**src/inc/waveform_timer_pkg.sv**
```systemverilog
package waveform_timer_pkg;
    // *****************************************************************
    // Bus geometry
    // *****************************************************************
    localparam int ADDR_W = 6;
    localparam int DATA_W = 16;
    localparam int CNT_W = 12;
    localparam int NUM_STATIC = 9;
    localparam int NUM_DBUF = 9;
    localparam int IDX_W = 4;

    // *****************************************************************
    // Register map
    // *****************************************************************
    localparam logic [1:0] STATIC_PAGE = 2'h0;
    localparam logic [1:0] DBUF_PAGE = 2'h1;
    localparam logic [ADDR_W-1:0] CMD_ADDR = 6'h20;
    localparam logic [ADDR_W-1:0] STATUS_ADDR = 6'h21;
    localparam logic [ADDR_W-1:0] INT_EN_ADDR = 6'h22;
    localparam logic [ADDR_W-1:0] INT_FLAG_ADDR = 6'h23;
    localparam logic [ADDR_W-1:0] CAP_A_ADDR = 6'h24;
    localparam logic [ADDR_W-1:0] CAP_B_ADDR = 6'h25;
    localparam logic [ADDR_W-1:0] CTRL_A_ADDR = 6'h00;

    // Static page indices
    localparam logic [IDX_W-1:0] CTRL_A_IDX = 4'h0;
    // Double-buffered page indices
    localparam logic [IDX_W-1:0] DEBUG_IDX = 4'h4;
    localparam logic [IDX_W-1:0] CMP_A_SET_IDX = 4'h5;
    localparam logic [IDX_W-1:0] CMP_A_CLR_IDX = 4'h6;
    localparam logic [IDX_W-1:0] CMP_B_SET_IDX = 4'h7;
    localparam logic [IDX_W-1:0] CMP_B_CLR_IDX = 4'h8;

    // *****************************************************************
    // Fields
    // *****************************************************************
    localparam int ENABLE_BIT = 0;
    localparam int PRESC_LSB = 3;
    localparam int CORE_CLOCK_SELECT_LSB = 5;
    localparam logic [1:0] CORE_CLOCK_SELECT_OSC = 2'h0;
    localparam logic [1:0] CORE_CLOCK_SELECT_EXT = 2'h2;
    localparam logic [1:0] CORE_CLOCK_SELECT_SYS = 2'h3;
    localparam int ENABLE_READY_FLAG_BIT = 0;
    localparam int COMMAND_READY_ALIAS_BIT = 1;
    localparam int RUN_DBG_BIT = 0;
    localparam int FAULT_DBG_BIT = 2;
    localparam int INT_EOC_BIT = 0;
    localparam int CMD_W = 6;
    localparam int CMD_SYNC_EOC = 0;
    localparam int CMD_SYNC = 1;
    localparam int CMD_RESTART = 2;
    localparam int CMD_CAP_A = 3;
    localparam int CMD_CAP_B = 4;
    localparam int CMD_DIS_EOC = 5;

    // *****************************************************************
    // Reset values and timing
    // *****************************************************************
    localparam logic [DATA_W-1:0] REG_RESET = 16'h0000;
    localparam logic [1:0] CROSS_LAST = 2'h1;
endpackage : waveform_timer_pkg

```
**src/inc/waveform_timer_if.sv**
```systemverilog
`timescale 1ns/1ps
interface waveform_timer_if;
    import waveform_timer_pkg::*;
    logic wr;
    logic rd;
    logic [ADDR_W-1:0] addr;
    logic [DATA_W-1:0] wdata;
    logic [DATA_W-1:0] rdata;
    logic rvalid;
    logic debug_halt;

    modport device
    (
        input wr, rd, addr, wdata, debug_halt,
        output rdata, rvalid
    );
    modport host
    (
        output wr, rd, addr, wdata, debug_halt,
        input rdata, rvalid
    );
endinterface : waveform_timer_if

```
**src/rtl/waveform_timer_device.sv**
```systemverilog
`timescale 1ns/1ps
module waveform_timer_device
    import waveform_timer_pkg::*;
(
    input wire logic clk_sys_i,
    input wire logic rst_i,
    waveform_timer_if.device bus,
    input wire logic osc_tick_i,
    input wire logic ext_tick_i,
    output logic wave_out_a_o,
    output logic wave_out_b_o,
    output logic wave_out_c_o,
    output logic wave_out_d_o,
    output logic fault_event_a_o,
    output logic fault_event_b_o
);
    // *****************************************************************
    // State
    // *****************************************************************
    logic [DATA_W-1:0] static_q [NUM_STATIC];
    logic [DATA_W-1:0] dbuf_q [NUM_DBUF];
    logic [DATA_W-1:0] core_q [NUM_DBUF];
    logic en_target;
    logic core_en;
    logic en_busy;
    logic cmd_busy;
    logic [CMD_W-1:0] cmd_q;
    logic [1:0] cross_cnt;
    logic [2:0] presc_cnt;
    logic [CNT_W-1:0] cnt;
    logic [CNT_W-1:0] cap_a;
    logic [CNT_W-1:0] cap_b;
    logic [DATA_W-1:0] int_en;
    logic int_flag;
    logic [DATA_W-1:0] rdata;
    logic rvalid;

    // *****************************************************************
    // Address decode
    // *****************************************************************
    wire [IDX_W-1:0] idx = bus.addr[IDX_W-1:0];
    wire [1:0] page = bus.addr[ADDR_W-1:IDX_W];
    wire idx_ok = idx < IDX_W'(NUM_STATIC);
    wire in_static = (page == STATIC_PAGE) && idx_ok;
    wire in_dbuf = (page == DBUF_PAGE) && idx_ok;
    wire enable_ready = !en_busy && !cmd_busy;
    wire command_ready = !en_busy && !cmd_busy;
    wire ctrl_a_wr = bus.wr && in_static && (idx == CTRL_A_IDX);
    wire en_req = ctrl_a_wr && enable_ready
        && (bus.wdata[ENABLE_BIT] != en_target);
    wire static_wr_ok = bus.wr && in_static && !en_target;
    wire dbuf_wr_ok = bus.wr && in_dbuf && command_ready;
    wire cmd_wr_ok = bus.wr && (bus.addr == CMD_ADDR) && core_en
        && command_ready && (|bus.wdata[CMD_W-1:0]);
    wire flag_clr = bus.wr && (bus.addr == INT_FLAG_ADDR)
        && bus.wdata[INT_EOC_BIT];

    // *****************************************************************
    // Core clock selection and prescaler
    // *****************************************************************
    wire [1:0] core_clock_select = static_q[CTRL_A_IDX][CORE_CLOCK_SELECT_LSB+1:CORE_CLOCK_SELECT_LSB];
    wire [1:0] presc = static_q[CTRL_A_IDX][PRESC_LSB+1:PRESC_LSB];
    wire tick_src = (core_clock_select == CORE_CLOCK_SELECT_OSC) ? osc_tick_i
        : (core_clock_select == CORE_CLOCK_SELECT_EXT) ? ext_tick_i
        : (core_clock_select == CORE_CLOCK_SELECT_SYS);
    wire [2:0] presc_mask = 3'((4'h1 << presc) - 4'h1);
    wire core_tick = tick_src && ((presc_cnt & presc_mask) == 3'h0);

    // *****************************************************************
    // Crossing and core control
    // *****************************************************************
    // The crossing waits two core ticks, so a slow core clock stretches
    // the time both ready flags stay low.
    wire arrive = core_tick && (en_busy || cmd_busy)
        && (cross_cnt == CROSS_LAST);
    wire run_dbg = core_q[DEBUG_IDX][RUN_DBG_BIT];
    wire fault_dbg = core_q[DEBUG_IDX][FAULT_DBG_BIT];
    wire halt = bus.debug_halt && !run_dbg;
    wire run = core_en && !halt;
    wire [CNT_W-1:0] top = core_q[CMP_B_CLR_IDX][CNT_W-1:0];
    wire eoc = core_tick && run && (cnt >= top);
    wire eoc_idle = eoc && !cmd_busy;
    wire do_restart = arrive && cmd_busy && cmd_q[CMD_RESTART];
    wire copy_now = (arrive && en_busy && en_target)
        || (arrive && cmd_busy && cmd_q[CMD_SYNC])
        || (eoc_idle && cmd_q[CMD_SYNC_EOC]);
    wire [CNT_W-1:0] next_cnt = (do_restart || !core_en || eoc) ? '0
        : (run && core_tick) ? cnt + 1'b1 : cnt;
    wire [CNT_W-1:0] a_set = core_q[CMP_A_SET_IDX][CNT_W-1:0];
    wire [CNT_W-1:0] a_clr = core_q[CMP_A_CLR_IDX][CNT_W-1:0];
    wire [CNT_W-1:0] b_set = core_q[CMP_B_SET_IDX][CNT_W-1:0];
    wire next_a = core_en && (cnt >= a_set) && (cnt < a_clr);
    wire next_b = core_en && (cnt >= b_set) && (cnt < top);
    wire [CMD_W-1:0] eoc_bits = (CMD_W'(1) << CMD_SYNC_EOC)
        | (CMD_W'(1) << CMD_DIS_EOC);
    // A pending end-of-cycle bit is spent at that end even when a new
    // command lands in the same cycle, so it never acts twice
    wire [CMD_W-1:0] cmd_keep = (eoc_idle || !core_en) ? '0 : cmd_q;

    // *****************************************************************
    // Read data selection
    // *****************************************************************
    wire [DATA_W-1:0] ctrl_a_rd = {static_q[CTRL_A_IDX][DATA_W-1:1],
        en_target};
    wire [DATA_W-1:0] status_rd = DATA_W'({command_ready, enable_ready});
    wire [DATA_W-1:0] static_rd = (idx == CTRL_A_IDX) ? ctrl_a_rd
        : static_q[idx];
    wire [DATA_W-1:0] next_rdata = in_static ? static_rd
        : in_dbuf ? dbuf_q[idx]
        : (bus.addr == STATUS_ADDR) ? status_rd
        : (bus.addr == CAP_A_ADDR) ? DATA_W'(cap_a)
        : (bus.addr == CAP_B_ADDR) ? DATA_W'(cap_b)
        : (bus.addr == INT_EN_ADDR) ? int_en
        : (bus.addr == INT_FLAG_ADDR) ? DATA_W'(int_flag)
        : (bus.addr == CMD_ADDR) ? DATA_W'(cmd_q)
        : REG_RESET;

    assign bus.rdata = rdata;
    assign bus.rvalid = rvalid;

    // *****************************************************************
    // Register banks
    // *****************************************************************
    genvar gi;
    generate
        for (gi = 0; gi < NUM_STATIC; gi++)
        begin : g_regs
            always_ff @(posedge clk_sys_i)
            begin
                if (rst_i)
                begin
                    static_q[gi] <= REG_RESET;
                    dbuf_q[gi] <= REG_RESET;
                    core_q[gi] <= REG_RESET;
                end
                else
                begin
                    if (static_wr_ok && idx == IDX_W'(gi))
                        static_q[gi] <= bus.wdata;
                    if (dbuf_wr_ok && idx == IDX_W'(gi))
                        dbuf_q[gi] <= bus.wdata;
                    if (copy_now)
                        core_q[gi] <= dbuf_q[gi];
                end
            end
        end
    endgenerate

    // *****************************************************************
    // Enable and command crossing
    // *****************************************************************
    always_ff @(posedge clk_sys_i)
    begin
        if (rst_i)
        begin
            en_target <= 1'b0;
            core_en <= 1'b0;
            en_busy <= 1'b0;
            cmd_busy <= 1'b0;
            cmd_q <= '0;
            cross_cnt <= 2'h0;
        end
        else
        begin
            if (en_req)
            begin
                en_target <= bus.wdata[ENABLE_BIT];
                en_busy <= 1'b1;
            end
            else if (arrive && en_busy)
            begin
                core_en <= en_target;
                en_busy <= 1'b0;
            end
            else if (eoc_idle && cmd_q[CMD_DIS_EOC])
            begin
                core_en <= 1'b0;
                en_target <= 1'b0;
            end
            if (cmd_wr_ok)
            begin
                cmd_q <= cmd_keep | bus.wdata[CMD_W-1:0];
                cmd_busy <= 1'b1;
            end
            else if (arrive && cmd_busy)
            begin
                cmd_q <= cmd_q & eoc_bits;
                cmd_busy <= 1'b0;
            end
            else if (eoc_idle || !core_en)
                cmd_q <= '0;
            if (arrive || !(en_busy || cmd_busy))
                cross_cnt <= 2'h0;
            else if (core_tick)
                cross_cnt <= cross_cnt + 2'h1;
        end
    end

    // *****************************************************************
    // Core counter, captures and outputs
    // *****************************************************************
    always_ff @(posedge clk_sys_i)
    begin
        if (rst_i)
        begin
            presc_cnt <= 3'h0;
            cnt <= '0;
            cap_a <= '0;
            cap_b <= '0;
            wave_out_a_o <= 1'b0;
            wave_out_b_o <= 1'b0;
            wave_out_c_o <= 1'b0;
            wave_out_d_o <= 1'b0;
            fault_event_a_o <= 1'b0;
            fault_event_b_o <= 1'b0;
        end
        else
        begin
            if (tick_src)
                presc_cnt <= presc_cnt + 3'h1;
            cnt <= next_cnt;
            if (arrive && cmd_busy && cmd_q[CMD_CAP_A])
                cap_a <= cnt;
            if (arrive && cmd_busy && cmd_q[CMD_CAP_B])
                cap_b <= cnt;
            if (core_tick)
            begin
                wave_out_a_o <= next_a;
                wave_out_b_o <= next_b;
                wave_out_c_o <= next_a;
                wave_out_d_o <= next_b;
            end
            // Safeguard: held for the whole halt, released with it
            fault_event_a_o <= bus.debug_halt && fault_dbg;
            fault_event_b_o <= bus.debug_halt && fault_dbg;
        end
    end

    // *****************************************************************
    // Normal registers and read port
    // *****************************************************************
    always_ff @(posedge clk_sys_i)
    begin
        if (rst_i)
        begin
            int_en <= REG_RESET;
            int_flag <= 1'b0;
            rdata <= REG_RESET;
            rvalid <= 1'b0;
        end
        else
        begin
            if (bus.wr && bus.addr == INT_EN_ADDR)
                int_en <= bus.wdata;
            // Set wins over a clear in the same cycle
            int_flag <= eoc || (int_flag && !flag_clr);
            rvalid <= bus.rd;
            if (bus.rd)
                rdata <= next_rdata;
        end
    end
endmodule : waveform_timer_device

```
**src/flat_wrapper.sv**
```systemverilog
// flat-port wrapper written by rule: the top's interface ports become plain ports
module waveform_timer_device_flat import waveform_timer_pkg::*;
  (clk_sys_i, rst_i, osc_tick_i, ext_tick_i, wave_out_a_o, wave_out_b_o, wave_out_c_o, wave_out_d_o, fault_event_a_o, fault_event_b_o, bus_wr, bus_rd, bus_addr, bus_wdata, bus_debug_halt, bus_rdata, bus_rvalid);
  waveform_timer_if bus_i ();
  input wire logic clk_sys_i;
  input wire logic rst_i;
  input wire logic osc_tick_i;
  input wire logic ext_tick_i;
  output logic wave_out_a_o;
  output logic wave_out_b_o;
  output logic wave_out_c_o;
  output logic wave_out_d_o;
  output logic fault_event_a_o;
  output logic fault_event_b_o;
  input wire logic [$bits(bus_i.wr)-1:0] bus_wr;
  input wire logic [$bits(bus_i.rd)-1:0] bus_rd;
  input wire logic [$bits(bus_i.addr)-1:0] bus_addr;
  input wire logic [$bits(bus_i.wdata)-1:0] bus_wdata;
  input wire logic [$bits(bus_i.debug_halt)-1:0] bus_debug_halt;
  output wire logic [$bits(bus_i.rdata)-1:0] bus_rdata;
  output wire logic [$bits(bus_i.rvalid)-1:0] bus_rvalid;
  assign bus_i.wr = bus_wr;
  assign bus_i.rd = bus_rd;
  assign bus_i.addr = bus_addr;
  assign bus_i.wdata = bus_wdata;
  assign bus_i.debug_halt = bus_debug_halt;
  assign bus_rdata = bus_i.rdata;
  assign bus_rvalid = bus_i.rvalid;
  waveform_timer_device u_core (.clk_sys_i(clk_sys_i), .rst_i(rst_i), .bus(bus_i), .osc_tick_i(osc_tick_i), .ext_tick_i(ext_tick_i), .wave_out_a_o(wave_out_a_o), .wave_out_b_o(wave_out_b_o), .wave_out_c_o(wave_out_c_o), .wave_out_d_o(wave_out_d_o), .fault_event_a_o(fault_event_a_o), .fault_event_b_o(fault_event_b_o));
endmodule
```
**config.mk**
```make
export PLATFORM = sky130hd
export DESIGN_NAME = waveform_timer_device_flat
export DESIGN_NICKNAME = d
export VERILOG_FILES = /design/src/inc/waveform_timer_pkg.sv /design/src/inc/waveform_timer_if.sv /design/src/rtl/waveform_timer_device.sv /design/src/flat_wrapper.sv
export SDC_FILE = /design/constraint.sdc
export NUM_CORES = 1
export LEC_CHECK = 0
export ABC_AREA = 0
export BUFFER_PORTS_ARGS = -buffer_cell sky130_fd_sc_hd__buf_2
export CORE_UTILIZATION = 40
export CTS_CLUSTER_SIZE = 30
export DETAILED_ROUTE_END_ITERATION = 8
export PLACE_DENSITY = 0.54
export SLEW_MARGIN = 10
export SYNTH_ARGS = -nofsm -noshare
export SYNTH_HDL_FRONTEND = slang
export SYNTH_SLANG_ARGS = --single-unit
```
**constraint.sdc**
```tcl
create_clock -name clk_sys_i -period 4.2 [get_ports clk_sys_i]
set_clock_uncertainty 0.15 [all_clocks]
set_input_delay 0.84 -clock clk_sys_i [delete_from_list [all_inputs] [get_ports clk_sys_i]]
set_output_delay 0.84 -clock clk_sys_i [all_outputs]
set_load 0.005 [all_outputs]
```
==> impl_metrics.py <==
metrics = {
    "synth": {
        "seq_area_frac_synth_pct": 59.0,
        "synthSimpleGateAreaFrac_pct": 19.0,
        "yosysUniqueCellTypes": 79,
        "synth_nets": 1748,
        "synth-adder-area-share_pct": 3.11,
        "ys_seq_elements": 425,
        "syn-instance-count": 1669,
        "synth_ff_type": "edfxtp_1",
        "ys_async_sr_fraction_pct": 0,
        "synth-compound-area-share_pct": 8.16,
        "syn_avg_cell_area_um2": 12.1,
        "yosys_warnings": 0,
        "synthXorXnorAreaFrac_pct": 0.609,
        "synth_area_um2": 20100,
        "synth-edff-count": 337,
        "synth_top_family_by_area": "simple AND/OR/NAND/NOR gates",
        "synth.mux.area_fraction_pct": 6.37,
    },
    "placement": {
        "dp_hpwl_um": 38800,
        "numPortBuffers": 51,
        "dp_slack_ps": 733,
        "gp_congestion": 0.931,
    },
    "global_route": {
        "grt_first_pass_wirelength_um": 87800,
        "gr-usage-all-layers_pct": 23.7,
        "antenna_found_initial": 0,
        "grt_pass1_vias": 13100,
        "grt_max_degree": 70,
        "gr-total-overflow": 0,
    },
    "timing": {
        "setup_ws_ps": 817,
        "fin_hold_ws_ps": 308,
        "fin_crit_ps": 3380,
        "tightest_slew_ps": 1210,
        "setup_viol": 0,
        "period_share_pct": 80.6,
        "setup_tns_ps": 0,
        "max_slew_margin_pct": 19.1,
        "rsz0062_at_grt": "no",
        "timing_hold_violations_final": 0,
        "report.final.slew_viol_count": 0,
        "fmax_mhz": 296,
    },
    "worst_setup_path": {
        "cp_cell_sequence": "ha_1 > nand2_1 > o21ai_0 > or4_1 > and2_1 > a311o_2",
        "arrival_ps": 3390,
        "crit_path_end_kind": "flop",
        "critPathKind": "reg -> reg",
        "critPathMaxStageDelay_ps": 790,
        "reg2reg_from": "u_core.cnt[6]",
        "worstPathRequired_ps": 4200,
        "cp_slowest_cell": "a311o_2",
        "r2r-end": "u_core.core_q[5][10]",
        "worstRegToRegCells": 6,
        "cp_max_fo": 50,
        "rrSetupSlack_ps": 820,
        "start_kind": "flop",
    },
    "drt": {
        "remaining_drc_errors": 0,
        "wire_per_inst_um": 24.6,
        "ant_nets": 0,
        "viasPerCell": 5.52,
        "drt-total-wl_um": 59600,
        "dr.pass1.iters": 6,
        "drtIter0Drc": 1236,
        "num_vias": 13400,
    },
    "outcome": {
        "status": "complete, no violations",
    },
    "pwr": {
        "irDropWorstVdd_mv": 0.276,
        "finalPower_mw": 9.08,
        "powerDensity_nw_per_um2": 401,
        "leakage_nw": 8.43,
    },
    "floorplan": {
        "die_w_um": 226,
        "die_h_um": 226,
        "die_area_um2": 51300,
        "core_area_um2": 49300,
        "rows": 81,
        "io_pins": 52,
        "start_util_pct": 40.9,
    },
    "min_path": {
        "hold_start": "u_core.int_en[15]",
        "hold_end": "u_core.int_en[15]",
        "holdPathStages": 2,
        "hold_path.class": "reg -> reg",
    },
    "final_layout": {
        "nets": 1801,
        "multi_input_area_um2": 7520,
        "layout_common_cells": "and2_1, edfxtp_1, nand2_1",
        "mostFrequentLayoutCell": "and2_1",
        "fill_cells": 4545,
        "area_growth_pct": 12.4,
        "layout-drive-gt1-share_pct": 15.4,
        "regArea_um2": 11900,
    },
    "clock_tree": {
        "clkSlewWorstSetupHoldPaths_ps": 60,
        "cts_tree": "done",
        "clock-sinks": 425,
        "hold_buffers": 0,
        "clk-insertion-delay-late_ps": 580,
        "post_cts_resized": 0,
        "htreeDepth": 2,
        "cts_max_path_buffers": 3,
        "cts-root-buf": "clkbuf_16",
        "post-cts-setup-buffers": 0,
        "numCtsBuffers": 45,
    },
    "run": {
        "maxCapViolations": 0,
    },
}
-- cells by family after synthesis --
| logic type | after synthesis |
|---|---|
| simple gates | 688 |
| buf+inv | 173 |
| flops | 425 |
| compound gates | 247 |
| mux | 72 |
| xor+xnor | 14 |
| fa+ha+maj | 50 |
-- layer usage --
| layer | GRT usage, % | vias up | routed length, um |
|---|---|---|---|
| met5 | 0 | - | 0 |
| met4 | 9.02 | 0 | 2100 |
| met3 | 3.64 | 93 | 3370 |
| met2 | 37.5 | 453 | 27700 |
| met1 | 32.7 | 6683 | 26400 |
| li1 | - | 6138 | - |
-- cell usage after synthesis (6+ instances only) --
master / count / share of area, %
buf_4: 19 / 0.71
mux4_2: 43 / 4.8
buf_1: 9 / 0.17
xor2_1: 12 / 0.52
mux2_2: 19 / 1.1
a221oi_1: 14 / 0.61
a22o_1: 6 / 0.26
nor3_1: 25 / 0.62
a22oi_1: 16 / 0.60
buf_2: 22 / 0.55
o211ai_1: 9 / 0.34
nand2b_1: 9 / 0.28
o22ai_1: 7 / 0.22
mux2i_1: 10 / 0.50
a211oi_1: 11 / 0.41
nor2_4: 9 / 0.50
edfxtp_1: 337 / 50
dfxtp_1: 88 / 8.7
and3_1: 8 / 0.25
nand3_1: 44 / 1.1
a31oi_1: 7 / 0.22
a21oi_1: 83 / 2.1
inv_1: 53 / 0.99
nand2_1: 126 / 2.3
a222oi_1: 8 / 0.40
ha_1: 50 / 3.1
nand4_1: 17 / 0.53
and2_1: 339 / 11
nor2_1: 77 / 1.4
clkbuf_1: 67 / 1.2
o21ai_0: 37 / 0.92
-- worst max-delay path: cells and delay by family (launching register included) --
kind                     cells  cell delay [ps]
AO/OA/AOI/OAI                2              910
AND/OR/NAND/NOR              3              860
flip-flops                   1              640
adder cells (fa/ha/maj)      1              340
-- layout make-up --
cell class	count	share of cell area [%]
tap	664	3.67
sequential	425	52.5
clock inverter	15	0.420
timing repair buffer	123	3.65
multi-input combinational	1071	33.2
antenna	1	0.0111
inverter	56	0.928
clock buffer	68	5.63
-- worst max-delay path by stage --
stage,cells after the start,startpoint,end,slack (ps)
after global placement,7,u_core.core_q[8][11],u_core.core_q[6][8],750
after global routing,7,u_core.core_q[8][10],u_core.core_q[6][8],580
final,6,u_core.cnt[6],u_core.core_q[5][10],820
after floorplan,6,bus_addr[1],u_core.dbuf_q[0][0],310
after CTS,7,u_core.core_q[8][11],u_core.core_q[5][9],710
after detailed placement,7,u_core.core_q[8][10],u_core.core_q[7][10],730
-- sequential cells by signal (all words and copies together), names as in the netlist --
signal and count:
u_core.bus.rdata 16, u_core.bus.rvalid 1, u_core.cap_a 12, u_core.cap_b 12, u_core.cmd_busy 1, u_core.cmd_q 6
u_core.cnt 12, u_core.core_en 1, u_core.core_q 50, u_core.cross_cnt 2, u_core.dbuf_q 144, u_core.en_busy 1
u_core.en_target 1, u_core.fault_event_a_o 1, u_core.int_en 16, u_core.int_flag 1, u_core.presc_cnt 3, u_core.static_q 143
u_core.wave_out_a_o 1, u_core.wave_out_b_o 1
-- stage by stage --
stage          util [%]  instance area (um^2)  instances
2_1_floorplan         -                 20100       1669
3_3_place_gp       43.2                 21300       2339
3_5_place_dp       43.2                 21300       2339
4_1_cts            46.0                 22600       2422
5_1_grt            46.0                 22600       2422
6_report           46.0                 22600       2423
-- where the power goes --
group          leakage (nW)  internal (mW)  total (mW)  switching, mW
sequential             4.26           4.64        4.69         0.0480
combinational          3.50          0.180       0.581          0.401
clock                 0.669           2.15        3.81           1.66
total                  8.43           6.97        9.08           2.10
(Power assumes the default switching activity.)
